==> config.mk <==
export PLATFORM = sky130hd
export DESIGN_NAME = cpu_exception_entry_unit
export DESIGN_NICKNAME = d
export VERILOG_FILES = /design/src/exc_entry_pkg.sv /design/src/cpu_exception_entry_unit.sv
export SDC_FILE = /design/constraint.sdc
export NUM_CORES = 1
export LEC_CHECK = 0
export BUFFER_PORTS_ARGS = -buffer_cell sky130_fd_sc_hd__buf_2
export CAP_MARGIN = 10
export CORE_MARGIN = 1
export CORE_UTILIZATION = 45
export CTS_CLUSTER_DIAMETER = 80
export DETAILED_ROUTE_END_ITERATION = 6
export PLACE_DENSITY = 0.71
export REMOVE_ABC_BUFFERS = 1
export SLEW_MARGIN = 20
export SYNTH_ARGS = -nofsm -noshare
export SYNTH_HDL_FRONTEND = slang
export SYNTH_SLANG_ARGS = --single-unit
==> constraint.sdc <==
create_clock -name sys_clk -period 13.8 [get_ports sys_clk]
set_clock_uncertainty 0.1 [all_clocks]
set_input_delay 1.38 -clock sys_clk [delete_from_list [all_inputs] [get_ports sys_clk]]
set_output_delay 1.38 -clock sys_clk [all_outputs]
set_load 0.02 [all_outputs]
==> src/exc_entry_pkg.sv <==
// Purpose: shared constants and types for the exception entry unit
// Assumes: 32-bit status word, mode field in bits 4:0
// Notes:   mask bit positions are fixed here for the whole core
package exc_entry_pkg;

   localparam int WORD_W = 32;

   // ***********************
   // status word layout
   // ***********************
   localparam int MODE_LSB  = 0;
   localparam int MODE_W    = 5;
   localparam int FMASK_BIT = 6;
   localparam int IMASK_BIT = 7;

   localparam logic [4:0] MODE_USR = 5'h10;
   localparam logic [4:0] MODE_FIQ = 5'h11;
   localparam logic [4:0] MODE_IRQ = 5'h12;
   localparam logic [4:0] MODE_SVC = 5'h13;
   localparam logic [4:0] MODE_ABT = 5'h17;
   localparam logic [4:0] MODE_UND = 5'h1b;

   localparam logic [31:0] STATUS_RESET = 32'h0000_00d3;

   // ***********************
   // vectors and link offsets
   // ***********************
   localparam logic [31:0] VEC_RESET = 32'h0000_0000;
   localparam logic [31:0] VEC_UNDEF = 32'h0000_0004;
   localparam logic [31:0] VEC_SOFT  = 32'h0000_0008;
   localparam logic [31:0] VEC_PABT  = 32'h0000_000c;
   localparam logic [31:0] VEC_DABT  = 32'h0000_0010;
   localparam logic [31:0] VEC_RSVD  = 32'h0000_0014;
   localparam logic [31:0] VEC_IRQ   = 32'h0000_0018;
   localparam logic [31:0] VEC_FIQ   = 32'h0000_001c;
   localparam logic [31:0] LINK_OFS_SHORT = 32'h0000_0004;
   localparam logic [31:0] LINK_OFS_DABT  = 32'h0000_0008;
   localparam logic [31:0] WORD_STEP      = 32'h0000_0004;

   // ***********************
   // banks
   // ***********************
   localparam logic [2:0] BANK_FIQ  = 3'h0;
   localparam logic [2:0] BANK_IRQ  = 3'h1;
   localparam logic [2:0] BANK_SVC  = 3'h2;
   localparam logic [2:0] BANK_ABT  = 3'h3;
   localparam logic [2:0] BANK_UND  = 3'h4;
   localparam logic [2:0] BANK_NONE = 3'h5;
   localparam int N_BANKS = 5;

   // ***********************
   // latency figures, processor cycles
   // ***********************
   localparam int T_SYNC_MAX = 3;
   localparam int T_SYNC_MIN = 2;
   localparam int T_LDM      = 20;
   localparam int T_EXC      = 3;
   localparam int T_FIQ      = 2;
   localparam int LAT_MAX    = T_SYNC_MAX + T_LDM + T_EXC + T_FIQ;
   localparam int LAT_MIN    = 4;

   typedef enum logic [2:0] {
      EXC_NONE, EXC_RESET, EXC_DABT, EXC_FIQ, EXC_IRQ, EXC_PABT, EXC_UNDEF, EXC_SOFT
   } exc_kind_type;

   typedef struct packed {
      logic [31:0] vector;
      logic [4:0]  mode;
      logic        set_f;
      logic [2:0]  bank;
   } entry_type;

   // per-instruction information from the core
   typedef struct packed {
      logic        instr_end;
      logic        soft_trap;
      logic        undef_found;
      logic        is_swap;
      logic        restore_status;
      logic [31:0] cur_addr;
      logic [31:0] next_addr;
   } instr_info_type;

   // memory access cycle qualifiers
   typedef struct packed {
      logic fetch_cycle;
      logic data_cycle;
      logic pipe_advance;
      logic pipe_flush;
      logic fetch_ack;
   } mem_info_type;

   // write-back gating to the register file
   typedef struct packed {
      logic reg_write_en;
      logic base_write_en;
   } wb_ctrl_type;

endpackage

==> src/cpu_exception_entry_unit.sv <==
// Purpose: exception entry logic: sampling, priority, banking, vectoring
// Assumes: abort_in and core strobes are on sys_clk; request pins are not
// Notes:   core stalls while exc_busy is high
`timescale 1ns/1ps
module cpu_exception_entry_unit #(
   parameter int PIPE_DEPTH = 2,
   parameter int EXC_CYCLES = exc_entry_pkg::T_EXC,
   parameter int FIQ_CYCLES = exc_entry_pkg::T_FIQ
) (
   // clock and reset
   input  wire logic                         sys_clk,
   input  wire logic                         rst,
   // pins from outside the clock domain
   input  wire logic                         sys_reset_low,
   input  wire logic                         fast_int_req_n,
   input  wire logic                         normal_int_req_n,
   // memory system
   input  wire logic                         abort_in,
   input  wire exc_entry_pkg::mem_info_type  mem_info,
   // core
   input  wire exc_entry_pkg::instr_info_type instr_info,
   input  wire logic                         status_wr,
   input  wire logic [31:0]                  status_wdata,
   // coprocessors
   input  wire logic                         cop_capable,
   input  wire logic                         cop_busy,
   output logic                              cop_offer,
   // fetch redirect
   output logic                              fetch_load,
   output logic [31:0]                       fetch_addr,
   // state seen by the core
   output logic                              exc_busy,
   output exc_entry_pkg::exc_kind_type       taken_kind,
   output logic [31:0]                       current_status_word,
   output logic [31:0]                       cur_link,
   output logic [31:0]                       cur_saved,
   output exc_entry_pkg::wb_ctrl_type        wb_ctrl
);
   import exc_entry_pkg::*;

   // ***********************
   // elaboration checks
   // ***********************
   if (PIPE_DEPTH < 1 || EXC_CYCLES < 1 || EXC_CYCLES > T_EXC ||
       FIQ_CYCLES < 1 || FIQ_CYCLES > T_FIQ) begin : g_bad_param
      $error("exception unit parameter out of range");
   end
   if (T_SYNC_MAX + T_LDM + EXC_CYCLES + FIQ_CYCLES > LAT_MAX ||
       T_SYNC_MIN + FIQ_CYCLES != LAT_MIN) begin : g_bad_latency
      $error("exception unit latency budget broken");
   end

   typedef enum {ST_RUN, ST_OFFER, ST_ENTRY, ST_RESET} state_type;

   function automatic entry_type entry_of(input exc_kind_type k);
      entry_type e;
      e = '{vector: VEC_SOFT, mode: MODE_SVC, set_f: 1'b0, bank: BANK_SVC};
      case (k)
         EXC_FIQ:   e = '{VEC_FIQ,   MODE_FIQ, 1'b1, BANK_FIQ};
         EXC_IRQ:   e = '{VEC_IRQ,   MODE_IRQ, 1'b0, BANK_IRQ};
         EXC_DABT:  e = '{VEC_DABT,  MODE_ABT, 1'b0, BANK_ABT};
         EXC_PABT:  e = '{VEC_PABT,  MODE_ABT, 1'b0, BANK_ABT};
         EXC_UNDEF: e = '{VEC_UNDEF, MODE_UND, 1'b0, BANK_UND};
         EXC_RESET: e = '{VEC_RESET, MODE_SVC, 1'b1, BANK_SVC};
         default:   e = '{VEC_SOFT,  MODE_SVC, 1'b0, BANK_SVC};
      endcase
      return e;
   endfunction

   function automatic logic [2:0] bank_of(input logic [4:0] m);
      case (m)
         MODE_FIQ: return BANK_FIQ;
         MODE_IRQ: return BANK_IRQ;
         MODE_SVC: return BANK_SVC;
         MODE_ABT: return BANK_ABT;
         MODE_UND: return BANK_UND;
         default:  return BANK_NONE;
      endcase
   endfunction

   // mode forced, normal mask always set, fast mask on request
   function automatic logic [31:0] enter_status(input logic [31:0] s, input entry_type e);
      logic [31:0] r;
      r = s;
      r[MODE_LSB +: MODE_W] = e.mode;
      r[IMASK_BIT] = 1'b1;
      r[FMASK_BIT] = s[FMASK_BIT] | e.set_f;
      return r;
   endfunction

   // ***********************
   // registers
   // ***********************
   state_type            state_reg;
   exc_kind_type         kind_reg;
   logic [3:0]           cnt_reg;
   logic                 fiq_meta_reg, fiq_sync_reg;
   logic                 irq_meta_reg, irq_sync_reg;
   logic                 rstn_meta_reg, rstn_sync_reg;
   logic                 dabt_reg;
   logic                 ptag_fetch_reg;
   logic [PIPE_DEPTH-1:0] ptag_reg;
   logic [31:0]          status_reg;
   logic [31:0]          fetch_addr_reg;
   logic                 fetch_load_reg;
   logic [31:0]          link_mem  [N_BANKS];
   logic [31:0]          saved_mem [N_BANKS];

   // ***********************
   // decode and selection
   // ***********************
   wire logic fiq_ok = !fiq_sync_reg && !status_reg[FMASK_BIT];
   wire logic irq_ok = !irq_sync_reg && !status_reg[IMASK_BIT];
   wire logic pabt_head = ptag_reg[PIPE_DEPTH-1];
   wire logic boundary = state_reg == ST_RUN && instr_info.instr_end;
   wire logic entry_done = state_reg == ST_ENTRY && cnt_reg == 4'h0;

   // reset handled apart; the reserved vector has no source
   wire exc_kind_type pick =
      dabt_reg            ? EXC_DABT :
      fiq_ok              ? EXC_FIQ  :
      irq_ok              ? EXC_IRQ  :
      pabt_head           ? EXC_PABT :
      instr_info.soft_trap ? EXC_SOFT : EXC_NONE;

   // a busy coprocessor wait gives way to an interrupt
   wire exc_kind_type offer_kind =
      !cop_capable           ? EXC_UNDEF :
      !cop_busy              ? EXC_NONE  :
      fiq_ok                 ? EXC_FIQ   :
      irq_ok                 ? EXC_IRQ   : EXC_NONE;
   wire logic offer_leave = state_reg == ST_OFFER && (!cop_capable || !cop_busy ||
                                                    fiq_ok || irq_ok);

   // fast entry straight after a data abort entry
   wire logic chain_fiq = entry_done && kind_reg == EXC_DABT && fiq_ok;

   wire exc_kind_type start_kind =
      chain_fiq                  ? EXC_FIQ    :
      state_reg == ST_OFFER      ? offer_kind :
      boundary && !instr_info.undef_found ? pick : EXC_NONE;
   wire logic start = start_kind != EXC_NONE && rstn_sync_reg;
   wire entry_type ent = entry_of(start_kind);

   // interrupted instruction is resumed: next for end, current for offer
   wire logic [31:0] resume_addr =
      chain_fiq              ? VEC_DABT :
      state_reg == ST_OFFER  ? instr_info.cur_addr : instr_info.next_addr;
   wire logic [31:0] link_val =
      start_kind == EXC_DABT ? instr_info.cur_addr + LINK_OFS_DABT :
      (start_kind == EXC_FIQ || start_kind == EXC_IRQ) ?
                               resume_addr + LINK_OFS_SHORT :
                               instr_info.cur_addr + LINK_OFS_SHORT;
   wire logic [3:0] entry_len =
      start_kind == EXC_FIQ ? 4'(FIQ_CYCLES - 1) : 4'(EXC_CYCLES - 1);

   wire logic [2:0] cur_bank = bank_of(status_reg[MODE_LSB +: MODE_W]);
   wire logic reset_release = state_reg == ST_RESET && rstn_sync_reg;
   wire entry_type rst_ent = entry_of(EXC_RESET);

   // ***********************
   // pin synchronisers
   // ***********************
   always_ff @(posedge sys_clk or posedge rst) begin
      if (rst) begin
         fiq_meta_reg  <= 1'b1;
         fiq_sync_reg  <= 1'b1;
         irq_meta_reg  <= 1'b1;
         irq_sync_reg  <= 1'b1;
         rstn_meta_reg <= 1'b0;
         rstn_sync_reg <= 1'b0;
      end else begin
         fiq_meta_reg  <= fast_int_req_n;
         fiq_sync_reg  <= fiq_meta_reg;
         irq_meta_reg  <= normal_int_req_n;
         irq_sync_reg  <= irq_meta_reg;
         rstn_meta_reg <= sys_reset_low;
         rstn_sync_reg <= rstn_meta_reg;
      end
   end

   // ***********************
   // abort capture
   // ***********************
   always_ff @(posedge sys_clk or posedge rst) begin
      if (rst) begin
         dabt_reg       <= 1'b0;
         ptag_fetch_reg <= 1'b0;
         ptag_reg       <= '0;
      end else begin
         // a fresh abort wins over the clear of the taken one
         if (mem_info.data_cycle && abort_in)
            dabt_reg <= 1'b1;
         else if (start && start_kind == EXC_DABT)
            dabt_reg <= 1'b0;
         if (mem_info.fetch_cycle)
            ptag_fetch_reg <= abort_in;
         // flushed instructions drop their tag with them
         if (mem_info.pipe_flush || start || !rstn_sync_reg)
            ptag_reg <= '0;
         else if (mem_info.pipe_advance)
            ptag_reg <= PIPE_DEPTH'({ptag_reg, ptag_fetch_reg});
      end
   end

   // ***********************
   // state and sequencing
   // ***********************
   always_ff @(posedge sys_clk or posedge rst) begin
      if (rst) begin
         state_reg      <= ST_RESET;
         kind_reg       <= EXC_NONE;
         cnt_reg        <= 4'h0;
         fetch_addr_reg <= VEC_RESET;
         fetch_load_reg <= 1'b0;
      end else begin
         fetch_load_reg <= 1'b0;
         if (!rstn_sync_reg) begin
            state_reg <= ST_RESET;
            kind_reg  <= EXC_RESET;
            if (mem_info.fetch_ack) begin
               fetch_addr_reg <= fetch_addr_reg + WORD_STEP;
               fetch_load_reg <= 1'b1;
            end
         end else if (reset_release) begin
            state_reg      <= ST_RUN;
            fetch_addr_reg <= rst_ent.vector;
            fetch_load_reg <= 1'b1;
         end else if (start) begin
            state_reg      <= ST_ENTRY;
            kind_reg       <= start_kind;
            cnt_reg        <= entry_len;
            fetch_addr_reg <= ent.vector;
         end else begin
            case (state_reg)
               ST_RUN: begin
                  if (boundary && instr_info.undef_found)
                     state_reg <= ST_OFFER;
               end
               ST_OFFER: begin
                  if (offer_leave)
                     state_reg <= ST_RUN;
               end
               ST_ENTRY: begin
                  if (entry_done) begin
                     state_reg      <= ST_RUN;
                     fetch_load_reg <= 1'b1;
                  end else begin
                     cnt_reg <= cnt_reg - 4'h1;
                  end
               end
               default: state_reg <= ST_RUN;
            endcase
         end
      end
   end

   // ***********************
   // status word and banked copies
   // ***********************
   always_ff @(posedge sys_clk or posedge rst) begin
      if (rst) begin
         status_reg <= STATUS_RESET;
         for (int i = 0; i < N_BANKS; i++) begin
            link_mem[i]  <= '0;
            saved_mem[i] <= '0;
         end
      end else if (reset_release) begin
         link_mem[rst_ent.bank]  <= fetch_addr_reg;
         saved_mem[rst_ent.bank] <= status_reg;
         status_reg              <= enter_status(status_reg, rst_ent);
      end else if (start) begin
         link_mem[ent.bank]  <= link_val;
         saved_mem[ent.bank] <= status_reg;
         status_reg          <= enter_status(status_reg, ent);
      end else if (state_reg == ST_RUN && instr_info.restore_status &&
                   cur_bank != BANK_NONE) begin
         status_reg <= saved_mem[cur_bank];
      end else if (state_reg == ST_RUN && status_wr) begin
         status_reg <= status_wdata;
      end
   end

   // ***********************
   // outputs
   // ***********************
   // base write-back survives an abort except for the swap
   assign wb_ctrl.reg_write_en  = !dabt_reg;
   assign wb_ctrl.base_write_en = !(dabt_reg && instr_info.is_swap);

   assign cop_offer           = state_reg == ST_OFFER;
   assign exc_busy            = state_reg != ST_RUN;
   assign fetch_load          = fetch_load_reg;
   assign fetch_addr          = fetch_addr_reg;
   assign taken_kind          = kind_reg;
   assign current_status_word = status_reg;
   assign cur_link  = cur_bank == BANK_NONE ? '0 : link_mem[cur_bank];
   assign cur_saved = cur_bank == BANK_NONE ? '0 : saved_mem[cur_bank];

endmodule // cpu_exception_entry_unit

# After elaboration in Yosys (flattened, before gate mapping)
# Cells that the tools add are included.
# totals
out_inout_bits	136
wordCells	183
input_bits	115
ff_bits	434
# op_classes
n_mux	66
n_eq_ne	26
addsub	5
reduce_logical	52
n_bitwise	5
n_lt_le_gt_ge	3
# op_table
cell	count
$mux W32	23
$mux W96	4
$bwmux W160	2
$bmux W32 S3	2
$add A32 B3 Y32 const B	3
$demux W32 S3	1
$pmux W32 S3	1
$pmux W14 S6	1
$eq A32 B2 Y1 const B	2
$eq A32 B3 Y1 const B	2
$logic_not A32 Y1	2
$mux W3	15
$add A32 B4 Y32 const B	1
$eq A32 B1 Y1 const B	1
$reduce_bool A32 Y1	1
$eq A5 B5 Y1 const B	5
$logic_and A1 B1 Y1	18
$mux W8	2
$ne A5 B5 Y1 const B	3
$pmux W3 S5	1
$eq A3 B3 Y1 const B	4
$mux W4	3
$reduce_bool A2 Y1	6
$logic_not A1 Y1	10
other kinds (21)	44

# Depth between registers and ports, before layout
# Gate-level depths: netlist of run 1.
# logic_depth
word_depth	18
ltp_mapped	27
mapped_depth_nobuf	23

# Worst setup path after synthesis of run 1
# Ideal clock, no wire load.
# synth_path
path_kind	input -> register
from	input port instr_info[66] in the netlist's numbering
to	register link_mem[26] in the netlist's numbering
setup_time_ns	0.066
required_ns	13.634
n_path_buf	2
stages	22
path_slack_ns	7.444
t_arrival_ns	6.190
cell_sequence	or4b_4 > a31oi_1 > or3_1 > inv_1 > ha_1 > inv_1 > nor2_1 > mux2i_1 > clkbuf_1 > clkbuf_1 > a22o_1 > ha_1 > nand3_1 > or2_2 > o41ai_1 > mux2i_1 > a211o_1 > nor4_4 > nand3_2 > mux2_4 > mux2i_2 > mux2_2
# synth_via
elab_chain_cells	13
word_cells_on_any_way	25
cone_classes	2 x order compare; 6 x eq/ne; 9 x mux; 1 x bitwise; 7 x reduce/logical
# synth_rtl
element	line_no	text
start, declared	cpu_exception_entry_unit.sv:21	input wire exc_entry_pkg::instr_info_type instr_info,
$logic_not A1 Y1 *	cpu_exception_entry_unit.sv:141	boundary && !instr_info.undef_found ? pick : EXC_NONE;
$logic_and A1 B1 Y1 *	cpu_exception_entry_unit.sv:141	
$mux W3 *	cpu_exception_entry_unit.sv:141	
$mux W3 *	cpu_exception_entry_unit.sv:140	state_reg == ST_OFFER ? offer_kind :
$mux W3 *	cpu_exception_entry_unit.sv:139	chain_fiq ? EXC_FIQ :
$eq A3 B1 Y1 (tied with other cells)	cpu_exception_entry_unit.sv:58	case (k)
$pmux W14 S6	cpu_exception_entry_unit.sv:58	
$not A3 Y4 (not written as such)	cpu_exception_entry_unit.sv:273	link_mem[ent.bank] <= link_val;
$ge A4 B4 Y1 (not written as such) / $lt A4 B1 Y1 (equally long branches)	cpu_exception_entry_unit.sv:273	
$logic_and A1 B1 Y1 (not written as such)	cpu_exception_entry_unit.sv:273	
$mux W32 (not written as such)	cpu_exception_entry_unit.sv:273	
$demux W32 S3	cpu_exception_entry_unit.sv:273	
$bwmux W160	cpu_exception_entry_unit.sv:273	
end signal, assigned by index	cpu_exception_entry_unit.sv:269	link_mem[rst_ent.bank] <= fetch_addr_reg;
end signal, assigned by index	cpu_exception_entry_unit.sv:273	
end, declared	cpu_exception_entry_unit.sv:106	logic [31:0] link_mem [N_BANKS];
# Every way passes the cells marked *; elsewhere a longest branch is shown, timed or not.
# A chain may end at the register's enable or synchronous reset.

# Worst setup path after layout of run 1
# layout_path
from	register state_reg[1]
to	register link_mem[54] in the netlist's numbering
# layout_via
elab_chain_cells	14
word_cells_on_any_way	37
cone_classes	1 x add/sub; 2 x order compare; 9 x eq/ne; 11 x mux; 2 x bitwise; 12 x reduce/logical
# layout_rtl
element	line_no	text
start, declared	cpu_exception_entry_unit.sv:94	state_type state_reg;
start signal, assigned	cpu_exception_entry_unit.sv:211	state_reg <= ST_RESET;
start signal, assigned	cpu_exception_entry_unit.sv:219	state_reg <= ST_RESET;
start signal, assigned	cpu_exception_entry_unit.sv:226	state_reg <= ST_RUN;
$logic_not A32 Y1	cpu_exception_entry_unit.sv:115	wire logic boundary = state_reg == ST_RUN && instr_info.instr_end;
$logic_and A1 B1 Y1	cpu_exception_entry_unit.sv:115	
$logic_and A1 B1 Y1	cpu_exception_entry_unit.sv:141	
$mux W3	cpu_exception_entry_unit.sv:141	
$mux W3	cpu_exception_entry_unit.sv:140	
$mux W3	cpu_exception_entry_unit.sv:139	
$eq A3 B1 Y1 (tied with other cells)	cpu_exception_entry_unit.sv:58	
$pmux W14 S6	cpu_exception_entry_unit.sv:58	
$not A3 Y4 (not written as such)	cpu_exception_entry_unit.sv:273	
$ge A4 B4 Y1 (not written as such) / $lt A4 B1 Y1 (equally long branches)	cpu_exception_entry_unit.sv:273	
$logic_and A1 B1 Y1 (not written as such)	cpu_exception_entry_unit.sv:273	
$mux W32 (not written as such)	cpu_exception_entry_unit.sv:273	
$demux W32 S3	cpu_exception_entry_unit.sv:273	
$bwmux W160	cpu_exception_entry_unit.sv:273	
# Several ways; a longest one is shown, not always the timed one.

==> impl_metrics.py, run 1 <==
metrics = {
    "clock_network": {
        "postCtsSetupBuffers": 0,
        "cts_buffers": 46,
        "clk_path_buf_depth": 3,
        "path_clk_slew_ns": 0.06,
        "clkSinkCount": 402,
        "clock_latency_ns": 0.60,
        "tritoncts": "yes",
        "htree_num_levels": 2,
        "cts_resized": 0,
        "root_buffer": "clkbuf_16",
        "holdBufCountCts": 0,
    },
    "synthesis": {
        "yosys.area.top_type": "dfrtp_1",
        "synth_area_mm2": 0.0206,
        "seq_area_frac_synth": 0.490,
        "yosys_warnings": 0,
        "synth_top_area_share": 0.476,
        "syn_area_per_cell_um2": 9.09,
        "synth-seq-cells": 402,
        "synth_ff_type": "dfrtp_1",
        "synth_area_leaders": "dfrtp_1 48%, nand2_1 11%, mux2_2 6.3%",
        "syn_inst": 2262,
        "synth.distinct_cells": 77,
        "async_flop_share": 1.00,
        "synth_edf_count": 0,
    },
    "flow_run": {
        "cap_violations": 0,
    },
    "routing": {
        "met1_length_mm": 28.4,
        "vias_per_cell": 5.98,
        "drc": 0,
        "wl_per_cell_um": 21.4,
        "drt_iter0_drc": 1870,
        "routed.top_layer": "met5",
        "vias": 18300,
        "met3RoutedLength_mm": 5.22,
        "wl_met2_mm": 29.3,
        "drt_first_pass_iters": 5,
        "wirelength_mm": 65.4,
        "ant_nets": 0,
    },
    "sta": {
        "worst_pin_slew_ns": 1.11,
        "tns_ns": 0,
        "rsz0062_at_grt": "no",
        "final-setup-viol-count": 0,
        "slew_viol_final": 0,
        "period_needed_ns": 7.19,
        "finalCritPeriodShare": 0.521,
        "relSlewSlack": 0.261,
        "fmaxAchievable_ghz": 0.139,
        "holdWs_ns": 0.244,
        "hold_violations": 0,
    },
    "die": {
        "dieArea_mm2": 0.0465,
        "start_util": 0.461,
        "fp.dieH_um": 216,
        "rows": 77,
        "die_w_um": 216,
        "io_pins": 251,
        "core_mm2": 0.0446,
    },
    "placed_design": {
        "dp_hpwl_mm": 42.1,
        "io_buffers": 248,
        "routabilityCongestion": 0.936,
    },
    "global_routing": {
        "first_global_vias": 17800,
        "grt_pass1_wl_mm": 103,
        "grt_overflow": 0,
        "grt_max_degree": 107,
        "antenna_found_initial": 4,
        "grt_use_total": 0.281,
    },
    "setup_path": {
        "critical_path_arrival_ns": 7.53,
        "critical_path_class": "flop to flop",
        "slowest_stage": "nand2b_1",
        "crit_path_max_incr_delay_ns": 0.65,
        "worstPathCellList": "nand2b_1 -> inv_1 -> nand4_1 -> o21ai_0 -> a21oi_1 -> ha_1 -> inv_1 -> nor2_1 -> mux2_2 -> nand3_1 -> nand2_1 -> ha_1 -> nand3_1 -> or2_2 -> o41ai_1 -> mux2i_1 -> a211o_1 -> nor4_4 -> o2111ai_1 -> xnor2_1 -> a21oi_1 -> o21ai_0",
        "startpoint_type": "flop",
        "end_kind": "flop",
        "critPathRequiredTime_ns": 14.14,
        "path_max_fanout": 25,
    },
    "final_layout": {
        "fillCellCount": 3982,
        "seq_area_mm2": 0.0101,
        "area_growth_pct": 15.9,
        "final_layout_size_suffix_gt1_frac": 0.210,
        "multi_input_area_mm2": 0.00989,
        "finalNetCount": 2557,
    },
    "hold_path": {
        "worst_hold_path_type": "flop to flop",
    },
    "run_status": {
        "outcome": "completed",
    },
    "pwr": {
        "vdd_drop_max_mv": 0.142,
        "cellLeakagePower_nw": 11.3,
        "power.total_mw": 4.79,
        "p_per_area_mw_per_mm2": 201,
    },
}
-- synth_stat cells (11+ instances only) --
master and count:
nor3_1 21, nand3_1 40, mux2i_1 46, o21ai_0 218, xnor2_1 25, a21o_1 36
and3_1 24, clkbuf_1 136, a31oi_1 14, a311oi_1 34, nor2_1 99, a22oi_1 30
a21oi_1 96, nand2_1 597, a221oi_1 32, and2_1 14, dfrtp_1 391, xor2_1 42
nand4_1 19, o22ai_1 37, dfstp_2 11, o31ai_1 13, inv_1 24, mux2_2 115
-- cell type report --
cell class,count,share of cell area
Sequential cell,402,0.423
Multi-Input combinational cell,1679,0.415
Timing Repair Buffer,281,0.0634
Clock buffer,70,0.0563
Tap cell,592,0.0311
Clock inverter,13,0.00662
Inverter,24,0.00410
Antenna cell,2,0.000210
-- report_power, final --
part           switching, mW  total (mW)  internal, mW  leakage [nW]
logic                   1.21        1.81         0.597          5.24
registers              0.263        1.77          1.51          5.30
clock network          0.513        1.21         0.697         0.724
total                   1.99        4.79          2.80          11.3
-- cells in the final DEF (no fill, tap or decap), types with 36 or more instances in the layout --
cell,Yosys,final
o22ai_1,37,37
nand2_1,597,596
a21oi_1,96,96
o21ai_0,218,218
dfrtp_1,391,391
buf_2,7,248
mux2_2,115,115
a21o_1,36,36
nor2_1,99,94
nand3_1,40,38
clkbuf_16,0,46
xor2_1,42,42
mux2i_1,46,45
-- final timing paths --
kind                                from            end  slack (ns)  cells past startpoint
setup / recovery            state_reg[1]   link_mem[54]        6.61                     22
hold / removal             rstn_meta_reg  rstn_sync_reg        0.24                      0
setup reg to reg            state_reg[1]   link_mem[54]        6.61                     22
hold reg to reg            rstn_meta_reg  rstn_sync_reg        0.24                      0
max in group asynchronous            rst   saved_mem[0]       10.41                      4
min in group asynchronous            rst    link_mem[1]        0.80                      2
-- metrics by stage --
stage / std cells / area [µm²] / setup slack, ns / util
after global routing: 3063 / 23800 / 5.93 / 0.534
after global placement: 2977 / 22300 / 6.81 / 0.500
after floorplan: 2105 / 19900 / 1.16 / -
after detailed placement: 2977 / 22300 / 6.73 / 0.500
after CTS: 3060 / 23800 / 6.70 / 0.533
final: 3063 / 23800 / 6.61 / 0.534
-- critical path, delay by kind of cell, from the launching register on --
kind                       cells  cell delay, ns
AOI/OAI and AO/OA              7            1.50
xor gates and xnor gates       1            0.17
adders and majority gates      2            0.84
buffers and inverters          2            0.76
DFF                            1            0.62
muxes                          2            0.71
and+or+nand+nor                8            2.32
-- cell families after synthesis --
| family | after synthesis | synth area share |
|---|---|---|
| adders and majority gates | 8 | 0.00487 |
| AOI/OAI and AO/OA | 569 | 0.174 |
| xor gates and xnor gates | 67 | 0.0286 |
| muxes | 163 | 0.0868 |
| DFF | 402 | 0.490 |
| and+or+nand+nor | 870 | 0.181 |
| other | 1 | 0.000182 |
| buffers and inverters | 182 | 0.0348 |
-- routing by layer --
layer / vias up / track usage
li1: 8270 / -
met1: 9033 / 0.391
met2: 858 / 0.427
met3: 158 / 0.0569
met4: 2 / 0.115
met5: - / 0
Power figures use the tool's default switching activity.
==> run 2, diff against run 1 <==
- ABC_AREA: default -> 1
- clock period: 13.8 -> 6.95 ns (I/O delays scaled with it)
==> impl_metrics.py, run 2 <==
metrics = {
    "global_routing": {
        "grt_max_degree": 134,
        "grt_pass1_wl_mm": 110,
        "grt_use_total": 0.282,
        "grt_overflow": 0,
        "antenna_found_initial": 0,
        "first_global_vias": 19800,
    },
    "sta": {
        "period_needed_ns": 5.70,
        "finalWorstSetupSlack_ns": 1.25,
        "holdWs_ns": 0.113,
        "worst_pin_slew_ns": 1.11,
        "finalCritPeriodShare": 0.820,
        "final-setup-viol-count": 0,
        "hold_violations": 0,
        "rsz0062_at_grt": "no",
        "slew_viol_final": 0,
        "fmaxAchievable_ghz": 0.175,
        "relSlewSlack": 0.257,
        "tns_ns": 0,
    },
    "die": {
        "io_pins": 251,
        "rows": 80,
        "start_util": 0.455,
        "core_mm2": 0.0476,
        "fp.dieH_um": 222,
        "dieArea_mm2": 0.0491,
        "die_w_um": 222,
    },
    "clock_network": {
        "holdBufCountCts": 0,
        "cts_resized": 0,
        "postCtsSetupBuffers": 0,
        "clk_path_buf_depth": 3,
        "path_clk_slew_ns": 0.06,
        "cts_buffers": 45,
        "htree_num_levels": 2,
        "clkSinkCount": 402,
        "clock_latency_ns": 0.58,
        "root_buffer": "clkbuf_16",
        "tritoncts": "yes",
    },
    "synthesis": {
        "syn_inst": 2941,
        "seq_area_frac_synth": 0.465,
        "async_flop_share": 1.00,
        "synth_ff_type": "dfrtp_1",
        "synth_edf_count": 0,
        "synth_area_mm2": 0.0217,
        "synth_top_area_share": 0.451,
        "synth_area_leaders": "dfrtp_1 45%, nand2_1 15%, o21ai_0 9.6%",
        "synth-seq-cells": 402,
        "ys_top_cells_by_count": "853 x nand2_1, 417 x o21ai_0, 391 x dfrtp_1",
        "yosys.area.top_type": "dfrtp_1",
        "yosysMostFrequentCell": "nand2_1",
        "synth.distinct_cells": 54,
        "syn_area_per_cell_um2": 7.37,
        "yosys_warnings": 0,
    },
    "placed_design": {
        "routabilityCongestion": 0.939,
        "post-place-ws_ns": 1.83,
        "dp_hpwl_mm": 47.0,
        "dpl-instance-area_mm2": 0.0233,
        "io_buffers": 248,
    },
    "setup_path": {
        "critical_path_arrival_ns": 4.90,
        "r2r_setup_slack_ns": 1.49,
        "critPathRequiredTime_ns": 6.15,
        "path_max_fanout": 41,
        "startpoint_type": "flop",
        "reg2regPathDepth": 19,
        "end_kind": "output pin",
        "critical_path_class": "flop to output pin",
    },
    "routing": {
        "drc": 0,
        "drt_first_pass_iters": 7,
        "vias": 20900,
        "ant_nets": 0,
        "wirelength_mm": 69.4,
        "vias_per_cell": 5.55,
        "drt_iter0_drc": 2312,
        "wl_per_cell_um": 18.5,
    },
    "hold_path": {
        "worst_hold_path_type": "input pin to flop",
        "worstHoldPathCells": 1,
    },
    "final_layout": {
        "area_growth_pct": 14.2,
        "final_area_mm2": 0.0248,
        "finalNetCount": 3235,
        "antenna_cells": 0,
        "final_common_cell": "nand2_1",
        "fin_util": 0.520,
        "layout_common_cells": "852 x nand2_1, 417 x o21ai_0, 391 x dfrtp_1",
        "final_layout_size_suffix_gt1_frac": 0.145,
    },
    "pwr": {
        "p_per_area_mw_per_mm2": 466,
        "vdd_drop_max_mv": 0.374,
        "cellLeakagePower_nw": 12.2,
    },
    "flow_run": {
        "cap_violations": 0,
    },
    "run_status": {
        "outcome": "completed",
    },
}
## run 2: kinds of logic (layout without fill, tap and decap cells)
family / count (synthesis) / after routing / share of synthesized area
buffers and inverters: 437 / 639 / 0.0819
flip-flops: 402 / 402 / 0.465
adder cells (fa/ha/maj): 8 / 8 / 0.00462
AO/OA/AOI/OAI: 702 / 702 / 0.174
AND/OR/NAND/NOR: 1382 / 1382 / 0.271
XOR/XNOR: 8 / 8 / 0.00323
other: 1 / 2 / 0.000173
multiplexers: 1 / 1 / 0.000519
## run 2: worst paths after layout
| path | start | end |
|---|---|---|
| min | normal_int_req_n | irq_meta_reg |
| max reg2reg | state_reg[1] | saved_mem[8] |
| max | current_status_word[1] | cur_link[30] |
| min reg2reg | rstn_meta_reg | rstn_sync_reg |
| max in group asynchronous | rst | link_mem[79] |
| min in group asynchronous | rst | current_status_word[22] |
## run 2: report_power, final
| group | internal [mW] | switching (mW) | total [mW] |
|---|---|---|---|
| Combinational | 1.50 | 3.95 | 5.44 |
| Clock | 1.34 | 0.974 | 2.32 |
| Sequential | 3.28 | 0.506 | 3.79 |
## run 2: per-layer routing
metal  vias to the layer above  part of all wire  GRT usage
met2                       935              0.45      0.443
met1                      9842              0.43      0.389
met5                         -                 0          0
li1                       9938                 -          -
met4                         0             0.039      0.114
met3                       155             0.081     0.0484
## run 2: through the flow
stage               power (mW)  std cells
finish                    11.5       3759
floorplan                 7.17       2784
global route              12.3       3759
global placement          9.04       3678
CTS                       11.5       3757
detailed placement        9.18       3678
## run 2: critical path, cell delays in order (launching register included)
cell      delay, ns
dfstp_2        0.59
nand2_1        0.14
nor2_1         0.12
nand3_1        0.44
nand3_2        0.31
nand2_4        0.29
clkinv_2       0.52
nand2_2        0.11
inv_2          0.68
buf_4          0.36
o21ai_0        0.11
o21ai_0        0.37
buf_2          0.25
## run 2: layout make-up
class | instances | area (µm²)
inverters | 279 | 1060
well taps | 615 | 769
fillers | 4609 | 22900
flip-flops and latches | 402 | 10100
repair buffers | 281 | 1550
clock buffers | 69 | 1320
multi-input cells | 2103 | 9870
clock inverters | 10 | 118
